--- src/common/cda_pkg.sv ---
// Package: offsets, fields and reset values of the channel-disable/accumulation-count bank
package cda_pkg;
	// ---------------------------------------------------------------
	// Register offsets
	// ---------------------------------------------------------------
	localparam logic [7:0]  ADDR_REFRESH         = 8'h00;
	localparam logic [7:0]  ADDR_SAMPLING_CONTROL = 8'h01;
	localparam logic [7:0]  ADDR_ACCUM_COUNT     = 8'h02;
	localparam logic [7:0]  ADDR_CH1_FIRST       = 8'h03;
	localparam logic [7:0]  ADDR_CH_GROUP_LAST   = 8'h0E;
	localparam logic [7:0]  ADDR_GROUP_STRIDE    = 8'h04;
	// ---------------------------------------------------------------
	// Fields
	// ---------------------------------------------------------------
	localparam int          CHOFF_LSB            = 4;
	localparam int          CHOFF_MSB            = 7;
	localparam int          NOSKIP_BIT           = 1;
	localparam int          NUM_CH               = 4;
	// ---------------------------------------------------------------
	// Reset values
	// ---------------------------------------------------------------
	localparam logic [15:0] CONTROL_UPPER_RESET  = 16'h0700;
	localparam logic [3:0]  CHOFF_RESET_4CH      = 4'h0;
	localparam logic [3:0]  CHOFF_RESET_3CH      = 4'h1;
	localparam logic [3:0]  CHOFF_RESET_2CH      = 4'h3;
	localparam logic [3:0]  CHOFF_RESET_1CH      = 4'h7;
	localparam logic [31:0] ACCUM_COUNT_RESET    = 32'h0000_0000;
	localparam logic [1:0]  SLOT_COUNT_RESET     = 2'h0;
endpackage : cda_pkg

--- src/hw/cda_channel_bank.sv ---
// Channel disable field, conversion slot sequencer, pointer skip and accumulation count
`timescale 1ns/1ps

// Behaviour
// - Set disable bit removes channel from conversion; cleared bit keeps it active.
// - Disable settings apply to round-robin and single-shot conversions alike.
// - Auto-increment pointer skips inactive channel addresses unless no-skip bit set.
// - Channel one is bit 3, down to channel four at bit 0.
// - Fewer active channels give a shorter conversion cycle.
// - Disable field resets by populated channel count: 0000, 0001, 0011, 0111.
// - Control register bits 3-0 store nothing and read zero.
// - 32-bit count advances per accumulated power result; cleared at power-on.
// - Written control values read back at once, before any refresh.
module cda_channel_bank
	import cda_pkg::*;
#(
	parameter int unsigned POPULATED = 4
) (
	input  wire logic        clock,
	input  wire logic        rst_n,
	input  wire logic        clockEnable,
	input  wire logic        regWrite,
	input  wire logic        regRead,
	input  wire logic [7:0]  regAddr,
	input  wire logic [31:0] regWriteData,
	input  wire logic        refreshCmd,
	input  wire logic        noSkip,
	input  wire logic        singleShot,
	input  wire logic        convStart,
	input  wire logic        slotDone,
	input  wire logic        accumAdd,
	input  wire logic        pointerStep,
	output logic      [31:0] regReadData,
	output logic      [7:0]  pointer,
	output logic      [3:0]  activeChannels,
	output logic      [1:0]  convSlot,
	output logic             convBusy,
	output logic             cycleDone
);
	// ---------------------------------------------------------------
	// Helpers
	// ---------------------------------------------------------------
	function automatic logic [3:0] choffReset(input int unsigned n);
		case (n)
			1:       choffReset = CHOFF_RESET_1CH;
			2:       choffReset = CHOFF_RESET_2CH;
			3:       choffReset = CHOFF_RESET_3CH;
			default: choffReset = CHOFF_RESET_4CH;
		endcase
	endfunction : choffReset

	// Disable bit of a channel index 0..3 (channel one at bit 3)
	function automatic logic chOff(input logic [3:0] f, input logic [1:0] ch);
		chOff = f[2'd3 - ch];
	endfunction : chOff

	// Lowest-index active channel of a disable field
	function automatic logic [1:0] firstActive(input logic [3:0] f);
		firstActive = 2'd0;
		for (int i = NUM_CH - 1; i >= 0; i--)
			if (!chOff(f, 2'(i)))
				firstActive = 2'(i);
	endfunction : firstActive

	// Channel owning a per-channel address, or none for control registers
	function automatic logic [2:0] addrChannel(input logic [7:0] a);
		logic [7:0] d;
		d = 8'h00;
		if (a >= ADDR_CH1_FIRST && a <= ADDR_CH_GROUP_LAST) begin
			d = a - ADDR_CH1_FIRST;
			addrChannel = {1'b1, d[1:0]};
		end else begin
			addrChannel = 3'b000;
		end
	endfunction : addrChannel

	localparam logic [3:0] CHOFF_INIT = choffReset(POPULATED);

	typedef enum logic [1:0] {CDA_IDLE, CDA_RUN} cda_state_t;

	// ---------------------------------------------------------------
	// State
	// ---------------------------------------------------------------
	logic [7:0]  controlUpper, next_controlUpper;
	logic [3:0]  chOffShadow, next_chOffShadow;
	logic [3:0]  chOffLive, next_chOffLive;
	logic [31:0] accCount, next_accCount;
	logic [7:0]  next_pointer;
	logic [31:0] next_regReadData;
	logic [1:0]  next_convSlot;
	logic        next_convBusy, next_cycleDone;
	cda_state_t  state, next_state;

	always_comb begin
		logic [1:0] s;
		logic [2:0] pc;
		logic       found;
		s = 2'd0;
		pc = 3'd0;
		found = 1'b0;
		next_controlUpper = controlUpper;
		next_chOffShadow = chOffShadow;
		next_chOffLive   = chOffLive;
		next_accCount    = accCount;
		next_pointer     = pointer;
		next_regReadData = regReadData;
		next_convSlot    = convSlot;
		next_convBusy    = convBusy;
		next_cycleDone   = 1'b0;
		next_state       = state;
		if (accumAdd)
			next_accCount = accCount + 32'h0000_0001;
		if (regWrite) begin
			next_pointer = regAddr;
			if (regAddr == ADDR_SAMPLING_CONTROL) begin
				next_controlUpper = regWriteData[15:8];
				next_chOffShadow = regWriteData[CHOFF_MSB:CHOFF_LSB];
			end else if (regAddr == ADDR_ACCUM_COUNT) begin
				next_accCount = regWriteData;
			end
		end
		if (refreshCmd)
			next_chOffLive = chOffShadow;
		if (regRead) begin
			case (regAddr)
				ADDR_SAMPLING_CONTROL: next_regReadData = {16'h0000, controlUpper, chOffShadow, 4'h0};
				ADDR_ACCUM_COUNT:      next_regReadData = accCount;
				default:               next_regReadData = 32'h0000_0000;
			endcase
		end
		if (pointerStep) begin
			next_pointer = pointer + 8'h01;
			pc = addrChannel(pointer + 8'h01);
			// Step over whole runs of inactive-channel addresses
			for (int i = 0; i < NUM_CH * 3; i++) begin
				if (!found) begin
					pc = addrChannel(next_pointer);
					if (!noSkip && pc[2] && chOff(chOffLive, pc[1:0]))
						next_pointer = next_pointer + 8'h01;
					else
						found = 1'b1;
				end
			end
		end
		case (state)
			CDA_IDLE: begin
				if (convStart && chOffLive != 4'hF) begin
					next_convSlot = firstActive(chOffLive);
					next_convBusy = 1'b1;
					next_state    = CDA_RUN;
				end
			end
			CDA_RUN: begin
				if (slotDone) begin
					found = 1'b0;
					// Advance to the next active channel; fewer channels, shorter cycle
					for (int i = NUM_CH - 1; i >= 0; i--) begin
						if (2'(i) > convSlot && !chOff(chOffLive, 2'(i))) begin
							s = 2'(i);
							found = 1'b1;
						end
					end
					if (found) begin
						next_convSlot = s;
					end else begin
						next_cycleDone = 1'b1;
						if (singleShot || !convStart || chOffLive == 4'hF) begin
							next_convBusy = 1'b0;
							next_state    = CDA_IDLE;
						end else begin
							// Round-robin: start over at the first active channel
							next_convSlot = firstActive(chOffLive);
						end
					end
				end
			end
			default: next_state = CDA_IDLE;
		endcase
	end

	always_ff @(posedge clock) begin
		if (!rst_n) begin
			controlUpper   <= CONTROL_UPPER_RESET[15:8];
			chOffShadow    <= CHOFF_INIT;
			chOffLive      <= CHOFF_INIT;
			accCount       <= ACCUM_COUNT_RESET;
			pointer        <= ADDR_REFRESH;
			regReadData    <= 32'h0000_0000;
			convSlot       <= SLOT_COUNT_RESET;
			convBusy       <= 1'b0;
			cycleDone      <= 1'b0;
			activeChannels <= ~CHOFF_INIT;
			state          <= CDA_IDLE;
		end else if (clockEnable) begin
			controlUpper   <= next_controlUpper;
			chOffShadow    <= next_chOffShadow;
			chOffLive      <= next_chOffLive;
			accCount       <= next_accCount;
			pointer        <= next_pointer;
			regReadData    <= next_regReadData;
			convSlot       <= next_convSlot;
			convBusy       <= next_convBusy;
			cycleDone      <= next_cycleDone;
			activeChannels <= ~next_chOffLive;
			state          <= next_state;
		end
	end
endmodule : cda_channel_bank

--- config.mk ---
export PLATFORM = sky130hd
export DESIGN_NAME = cda_channel_bank
export DESIGN_NICKNAME = d
export VERILOG_FILES = /design/src/common/cda_pkg.sv /design/src/hw/cda_channel_bank.sv
export SDC_FILE = /design/constraint.sdc
export NUM_CORES = 1
export LEC_CHECK = 0
export BUFFER_PORTS_ARGS = -buffer_cell sky130_fd_sc_hd__buf_2
export CAP_MARGIN = 25
export CORE_MARGIN = 2
export CORE_UTILIZATION = 35
export CTS_BUF_LIST = sky130_fd_sc_hd__clkbuf_8
export DETAILED_ROUTE_END_ITERATION = 10
export GPL_ROUTABILITY_DRIVEN = 0
export GPL_TIMING_DRIVEN = 0
export SYNTH_ARGS = -nofsm -noshare
export SYNTH_HDL_FRONTEND = slang
export SYNTH_SLANG_ARGS = --single-unit
--- constraint.sdc ---
create_clock -name clock -period 27.3 [get_ports clock]
set_input_delay 8.19 -clock clock [delete_from_list [all_inputs] [get_ports clock]]
set_output_delay 8.19 -clock clock [all_outputs]
set_load 0.05 [all_outputs]
* Word-level counts from Yosys, hierarchy flattened
Cells that the tools add are included.
** Word-level totals
- Output and inout bits :: 48
- Word-level logic and storage cells :: 323
- Input bits :: 52
- Bits in latches :: 0
- Memories :: 0
- Memory bits (writable) :: 0
- Register bits :: 98
- Bits in read-only memories :: 0
** Operators by class
- Reductions and logical operators :: 58
- Add/sub/neg operators :: 38
- Muxes and demuxes :: 165
- Shift operators :: 0
- $mul :: 0
- Bitwise logic cells :: 1
- Equal/unequal tests :: 10
- $lt $le $gt $ge :: 40
- Divide/modulo/power cells :: 0
** Operators with widths (number)
- $mux 8 :: 36
- $mux 32 :: 4
- $mux 3 :: 35
- $add 8x1->8 const B :: 13
- $ge 8x2->1 const B :: 12
- $le 8x4->1 const B :: 12
- $pmux 32 s2 :: 1
- $mux 1 :: 57
- $logic_and 1x1->1 :: 41
- $lt 2x3->1 const B :: 12
- $add 32x1->32 const B :: 1
- $mux 2 :: 16
- $bmux 1 s2 :: 12
- $sub 2x2->2 const A :: 12
- $sub 2x2->2 const B :: 12
- $reduce_and 5->1 :: 2
- $eq 8x1->1 const B :: 1
- $eq 8x2->1 const B :: 1
- $ne 2x2->1 const B :: 4
- $pmux 2 s2 :: 2
- $logic_not 1->1 :: 6
- $reduce_and 6->1 :: 1
- $eq 4x4->1 const B :: 1
- $gt 1x2->1 const A :: 2
- other kinds (12) :: 16

* Logic depth before layout (Yosys ltp)
Gate-level depths: netlist of the first run.
- Depth in word-level cells :: 143
- Gate-level depth with buffers :: 102
- Mapped depth without buffers :: 95

* Worst setup path before layout of the first run
Ideal clock, no wire load.
- Path kind :: input to register
- From :: input port noSkip
- To :: register pointer[2]
- Library setup time :: 0.137 ns
- Setup slack :: -1.027 ns
- Arrival time :: 28.190 ns
- Data required time :: 27.163 ns
- Cell stages on the path :: 91
- Path buffers :: 6
- Cell sequence :: or3_1 > nor4_2 > nor3_1 > nor4_2 > xnor2_1 > ha_1 > mux2_2 > nor2_1 > a211oi_1 > nand3_4 > nor3_2 > mux2i_1 > inv_1 > ha_1 > mux4_2 > nor2b_1 > a21boi_0 > o2111a_1 > [55 not listed] > a2111oi_1 > a21boi_1 > or2_2 > ha_1 > inv_1 > nor2_1 > a31oi_1 > nand3b_1 > nor3_2 > nor2_1 > a21oi_1 > ha_1 > or3_1 > nand4_1 > a211oi_2 > and2_1 > xnor2_1 > a31oi_1
** Between the ends
- Longest elaborated chain between the ends :: 137
- Elaborated cells between the ends (all ways) :: 213
- Those cells by class :: add/sub: 33; order compare: 22; mux: 122; reduce/logical: 36
** Ends and longest elaborated chain
- start: declaration :: RTL line cda_channel_bank.sv:27 : input wire logic noSkip,
- $logic_not 1->1 (*) :: RTL line cda_channel_bank.sv:138 : if (!noSkip && pc[2] && chOff(chOffLive, pc[1:0]))
- $logic_and 1x1->1 (2 in a row) :: RTL line cda_channel_bank.sv:138
- $mux 8 :: RTL line cda_channel_bank.sv:138
- $mux 8 :: RTL line cda_channel_bank.sv:131 : if (pointerStep) begin
- $ge 8x2->1 / $le 8x4->1 (equally long branches) :: RTL line cda_channel_bank.sv:69 : if (a >= ADDR_CH1_FIRST && a <= ADDR_CH_GROUP_LAST) begin
- $logic_and 1x1->1 :: RTL line cda_channel_bank.sv:69
- $mux 3 :: RTL line cda_channel_bank.sv:69
- $mux 3 :: RTL line cda_channel_bank.sv:136 : if (!found) begin
- [120 not listed]
- $mux 3 :: RTL line cda_channel_bank.sv:131
- $sub 2x2->2 :: RTL line cda_channel_bank.sv:54 : chOff = f[2'd3 - ch];
- $bmux 1 s2 :: RTL line cda_channel_bank.sv:54
- $mux 1 (not written as such) :: RTL line cda_channel_bank.sv:54
- $logic_and 1x1->1 :: RTL line cda_channel_bank.sv:138
- $mux 8 :: RTL line cda_channel_bank.sv:138
- $mux 8 (*) :: RTL line cda_channel_bank.sv:136
- $mux 8 (*) :: RTL line cda_channel_bank.sv:131
- end signal: assignment :: RTL line cda_channel_bank.sv:199 : pointer <= next_pointer;
- end: declaration :: RTL line cda_channel_bank.sv:34 : output logic [7:0] pointer,
Mark *: on every way between the ends. The rest lies on a longest branch, timed or not. The select of a mux whose other input is x is not followed.
A chain may end at the register's enable or synchronous reset.

* Final worst setup path of the first run
Same ends and word-level chain as after synthesis.

==> metrics.yaml, run 1 <==
synth-edff-count: 0
power_switching_uw: 182.9
instances_no_fill: 1782
fin_crit_ns: 27.01
power_density_nw_per_um2: 40.25
async_flop_share_pct: 0
worstSetupStartpoint: "noSkip"
r2r_slack_ns: 6.50
netlist_instances: 1255
syn-cell-area_um2: 9146
ys_seq_elements: 96
pwr-share-comb_pct: 46.4
outcome: "complete, no violations"
seqPwrFrac_pct: 31.3
cts_inserted_buffers: 9
finalSetupTns_ns: 0
cp-end-kind: "register"
rsz0062_at_grt: "yes"
grt_pass1_vias: 9585
min-delay-start: "regReadData[25]"
grt_max_degree: 16
clock_path_buffers: 2
critPathArrivalTime_ns: 27.24
die_x_um: 165.7
yosys-top-cells-count: "152 x nand2_1, 105 x nor2_1, 103 x a21oi_1, 96 x dfxtp_1, 64 x nand3_1"
required_ns: 27.53
hpwl_um: 24290
grt_pass1_wl_um: 51630
p_int_uw: 282.6
io_buffers: 95
hold_class: "reg2reg"
crit_fanout: 6
ios: 100
drc: 0
drive_above_1_share_pct: 24.98
clock-sinks: 96
vias: 10588
cpMaxStageDelayCell: "or4b_4"
finalNetCount: 1518
leakage_nw: 4.290
utilization_pct: 44.76
track_usage_pct: 22.65
h-tree-depth: 3
overflow: 0
cts.reportedPaths.clkPinSlew_ns: 0.09
worstMarginPinSlew_ns: 1.115
synth.top_cell.area_share_pct: 21.01
fin_crit_sh_pct: 98.94
syn_nets: 1333
crit_type: "in2reg"
yosysWarnings: 0
cts_tree: "done"
ir_drop_uv: 31.28
netlist-cell-type-count: 110
dieArea_um2: 27440
fmax_mhz: 37.02
p_clk_share_pct: 22.4
max_stage_delay_ns: 0.59
ctsHoldBuffers: 0
dp.cells: 1685
synth_most_common_cell: "nand2_1"
cp_common_cell: "ha_4"
ys_seq_area_share_pct: 21.01
clock-root-buffer: "clkbuf_8"
skew_ns: 0.004722
rows: 59
finalSetupViolCount: 0
wl_per_cell_um: 18.79
first_iter_violations: 1168
synth_flop_cell: "dfxtp_1"
max_slew_margin_pct: 25.09
core_area_um2: 25840
die_h_um: 165.7
drtPass1Iterations: 5
swShare_pct: 39.29
synthTopCellsByArea: "dfxtp_1 21%, nand2_1 6.2%, a21oi_1 5.6%"
postSynthAreaPerCell_um2: 7.288
clkLatencyLatePin_ns: 0.37
ant_nets: 0
whs_ns: 0.4514
vias_per_cell: 5.942
final_hold_viol_count: 0
syn2layout_area_growth_pct: 26.43
synth_top_area_cell: "dfxtp_1"
grt_antenna_before_repair: 2
critPathLaunchType: "primary input"
initial_core_util_pct: 35.40
max_cap_violations: 0
slew_viol_final: 0
wl_um: 33490
reg2reg_from: "pointer[0]"
## per-stage QoR
| stage | total power [mW] | instance area (um^2) | worst slack (ns) |
|---|---|---|---|
| 3_5_place_dp | 0.3132 | 10160 | -3.131 |
| 3_3_place_gp | 0.3115 | 10160 | -3.001 |
| 4_1_cts | 0.4366 | 10910 | 0.001064 |
| 6_report | 0.4655 | 11560 | 0.2905 |
| 5_1_grt | 0.4886 | 11560 | -0.4089 |
| 2_1_floorplan | 0.2717 | 9270 | 0.008123 |
## power groups by stage
stage / clock [mW] / sequential [mW] / combinational, mW
6_report: 0.104 / 0.146 / 0.216
5_1_grt: 0.111 / 0.146 / 0.231
4_1_cts: 0.105 / 0.145 / 0.186
3_5_place_dp: 0 / 0.149 / 0.165
3_3_place_gp: 0 / 0.149 / 0.163
2_1_floorplan: 0 / 0.155 / 0.116
## logic make-up after synthesis
logic type      count (synthesis)  synth area share (%)
simple gates                  543                 30.70
xor+xnor                       33                 3.707
mux                            49                 6.224
fa+ha+maj                      26                 3.557
flops                          96                 21.01
compound gates                382                 29.12
buf+inv                       126                 5.677
## placed cells by master (no fill, tap or decap), types with 28 or more instances in the layout
master    Yosys  final
clkbuf_1     61     56
nor3_1       47     45
buf_4         4     85
a21oi_1     103     99
nand3_1      64     61
mux2i_1      34     28
inv_1        38     35
dfxtp_1      96     96
o21ai_0      59     55
nor2_1      105     99
buf_2        10    104
nand2_1     152    147
## registers in the layout, indices dropped and copies added (netlist names)
name and flops:
pointer 8, cycleDone 1, convBusy 1, controlUpper 8, accCount 32, chOffLive 4, convSlot 2, chOffShadow 4
regReadData 32, activeChannels 4
## worst max-delay path, delay by kind of cell
kind	cells	cell delay, ns
AO/OA/AOI/OAI	30	5.52
XOR/XNOR	2	0.29
multiplexers	10	3.38
adder cells (fa/ha/maj)	11	2.82
AND/OR/NAND/NOR	27	5.97
buffers and inverters	9	1.01
## per-layer routing
layer / up-vias / share of wire (%) / global-route usage, %
met1: 5014 / 45 / 31.39
met5: - / 0 / 0
met2: 446 / 45 / 36.28
li1: 5058 / - / -
met4: 0 / 3.2 / 7.561
met3: 70 / 6.6 / 3.059
## worst paths after layout
check                    end  cells past startpoint
max               pointer[2]                     89
min          regReadData[25]                      2
max reg2reg       pointer[2]                     93
min reg2reg  regReadData[25]                      2
## final cells by class
| class | instances | area, um^2 |
|---|---|---|
| fill | 2638 | 14270 |
| multi-input combinational | 1033 | 7365 |
| sequential | 96 | 1922 |
| timing repair buffer | 179 | 1116 |
| tap | 335 | 419.2 |
| buffer | 78 | 351.6 |
| inverter | 43 | 173.9 |
| clock buffer | 9 | 123.9 |
| clock inverter | 7 | 87.58 |
| antenna | 2 | 5.005 |
## what timing repair did
action                                  in CTS  in global routing
gates resized for setup                     53                 64
pin swaps                                   36                 64
hold endpoints to repair                     0                  0
endpoints found under the setup margin       5                  5
setup buffers                               38                 46
Note: power is estimated with default switching activity, not from simulation.
==> run 2: changes to the inputs <==
--- a/config.mk
+++ b/config.mk
@@ -13,6 +13,7 @@
 export DETAILED_ROUTE_END_ITERATION = 10
 export GPL_ROUTABILITY_DRIVEN = 0
 export GPL_TIMING_DRIVEN = 0
+export RECOVER_POWER = 25
 export SYNTH_ARGS = -nofsm -noshare
 export SYNTH_HDL_FRONTEND = slang
 export SYNTH_SLANG_ARGS = --single-unit
==> run 2 against run 1 <==
Global-route usage stayed put. Sequential share of layout area increased by 0.060 points. Via count down 0.48%. Combinational power barely moved. Critical path type unchanged. Largest cell class unchanged. Largest power group unchanged.
==> metrics.yaml, run 2 (synthesis gave the netlist of run 1 again) <==
required_ns: 27.53  # about the same
wl_per_cell_um: 18.77  # -0.13%
layout_common_cells: "147 x nand2_1, 99 x nor2_1, 99 x a21oi_1, 96 x dfxtp_1, 89 x clkbuf_1"
max_cap_violations: 0  # unchanged
h-tree-depth: 3  # unchanged
drc: 0  # unchanged
rows: 59  # unchanged
skew_ns: 0.006032  # +0.001310 ns
swShare_pct: 39.27  # about the same
die_x_um: 165.7  # unchanged
power_density_nw_per_um2: 40.36  # +0.26%
cts_tree: "done"
cts.reportedPaths.clkPinSlew_ns: 0.09  # about the same
finalNetCount: 1518  # unchanged
fin_crit_sh_pct: 98.93  # about the same
slew_viol_final: 0  # unchanged
die_h_um: 165.7  # unchanged
grt_max_degree: 16  # unchanged
p_int_uw: 282.4  # about the same
multi_input_area_um2: 7365  # unchanged
final_common_cell: "nand2_1"
reg2reg_from: "pointer[0]"
vias_per_cell: 5.913  # -0.48%
fill_cells: 2645  # +0.27%
setup_slack_ns: 0.2909  # +0.0004650 ns
clock-root-buffer: "clkbuf_8"
hpwl_um: 24290  # unchanged
reg_top3: "accCount x32, regReadData x32"
crit_fanout: 6  # unchanged
ios: 100  # unchanged
r2r_end: "pointer[2]"
max_stage_delay_ns: 0.59  # about the same
regArea_um2: 1922  # unchanged
dieArea_um2: 27440  # unchanged
fmax_mhz: 37.02  # about the same
critPathArrivalTime_ns: 27.24  # about the same
dp_slack_ns: -3.131  # unchanged
ant_nets: 0  # unchanged
cp-end-kind: "register"
hold_class: "reg2reg"
wl_um: 33450  # -0.13%
ctsHoldBuffers: 0  # unchanged
pwr-share-comb_pct: 46.4  # about the same
clock-sinks: 96  # unchanged
core_area_um2: 25840  # unchanged
cts_inserted_buffers: 9  # unchanged
endpoint: "pointer[2]"
p_clk_share_pct: 22.3  # about the same
critPathLaunchType: "primary input"
worstSetupStartpoint: "noSkip"
reg2reg_depth: 96  # +3.2%
power_switching_uw: 182.6  # -0.13%
syn2layout_area_growth_pct: 25.98
leakage_nw: 4.162  # -3.0%
max_slew_margin_pct: 24.71  # -0.39 points
initial_core_util_pct: 35.40  # unchanged
fin_crit_ns: 27.01  # -0.0004650 ns
ir_drop_uv: 31.35  # +0.20%
clock_path_buffers: 2  # unchanged
first_iter_violations: 1178  # +0.86%
grt_antenna_before_repair: 2  # unchanged
drtPass1Iterations: 6  # +1
final_hold_viol_count: 0  # unchanged
crit_type: "in2reg"
vias: 10537  # -0.48%
seqPwrFrac_pct: 31.3  # about the same
overflow: 0  # unchanged
track_usage_pct: 22.65  # unchanged
cp_common_cell: "ha_4"
power_uw: 465.0  # -0.10%
cpMaxStageDelayCell: "or4b_4"
outcome: "complete, no violations"
drive_above_1_share_pct: 22.70  # -2.3 points
instances_no_fill: 1782  # unchanged
rsz0062_at_grt: "yes"
io_buffers: 95  # unchanged
worstMarginPinSlew_ns: 1.121  # +0.005773 ns
dp.cells: 1685  # unchanged
finalSetupViolCount: 0  # unchanged
clkLatencyLatePin_ns: 0.37  # about the same
grt_pass1_wl_um: 51630  # unchanged
r2r_slack_ns: 6.50  # about the same
whs_ns: 0.4540  # +0.002596 ns
grt_pass1_vias: 9585  # unchanged
-- run 2: layer usage --
metal	vias up	wire length (um)	global-route usage, %
li1	5054	-	-
met1	4991	15020	31.39
met2	426	15200	36.28
met3	66	2172	3.059
met4	0	1051	7.561
met5	-	0	0
-- run 2: timing repair --
item,in CTS,in global routing
gates resized for setup,53,64
setup buffers,38,46
endpoints found under the setup margin,5,5
gates cloned,0,0
pin swaps,36,64
-- run 2: layout make-up --
| cell class | instances | area share [%] |
|---|---|---|
| multi-input cells | 1033 | 63.92 |
| flip-flops and latches | 96 | 16.68 |
| repair buffers | 179 | 9.328 |
| well taps | 335 | 3.638 |
| plain buffers | 78 | 3.051 |
| inverters | 43 | 1.509 |
| clock buffers | 9 | 1.075 |
| clock inverters | 7 | 0.7601 |
| diodes | 2 | 0.04344 |
-- run 2: worst min path at each step --
stage	startpoint	endpoint	depth (start not counted)
6_report	regReadData[25]	regReadData[25]	2
5_1_grt	regReadData[22]	regReadData[22]	2
4_1_cts	regReadData[25]	regReadData[25]	2
3_5_place_dp	regReadData[28]	regReadData[28]	2
3_3_place_gp	regReadData[23]	regReadData[23]	2
2_1_floorplan	controlUpper[3]	controlUpper[3]	2
-- run 2: worst max-delay path, delay by kind of cell --
family                   cells  cell delay [ns]
AO/OA/AOI/OAI               30             5.75
multiplexers                10             3.38
adder cells (fa/ha/maj)     10             2.41
XOR/XNOR                     3             0.55
AND/OR/NAND/NOR             25             5.34
buffers and inverters       14             1.56
-- run 2: power groups by stage --
stage	combinational, mW	sequential [mW]	clock, mW
after floorplan	0.116	0.155	0
after global placement	0.163	0.149	0
after detailed placement	0.165	0.149	0
after CTS	0.186	0.145	0.105
after global routing	0.231	0.146	0.111
final	0.216	0.146	0.104
-- run 2: metrics by stage --
stage / utilization, % / TNS [ns] / instance area (um^2)
6_report: 44.60 / 0 / 11520
5_1_grt: 44.59 / -1.643 / 11520
4_1_cts: 42.22 / 0 / 10910
3_5_place_dp: 39.34 / -15.14 / 10160
3_3_place_gp: 39.34 / -14.49 / 10160
2_1_floorplan: - / 0 / 9270
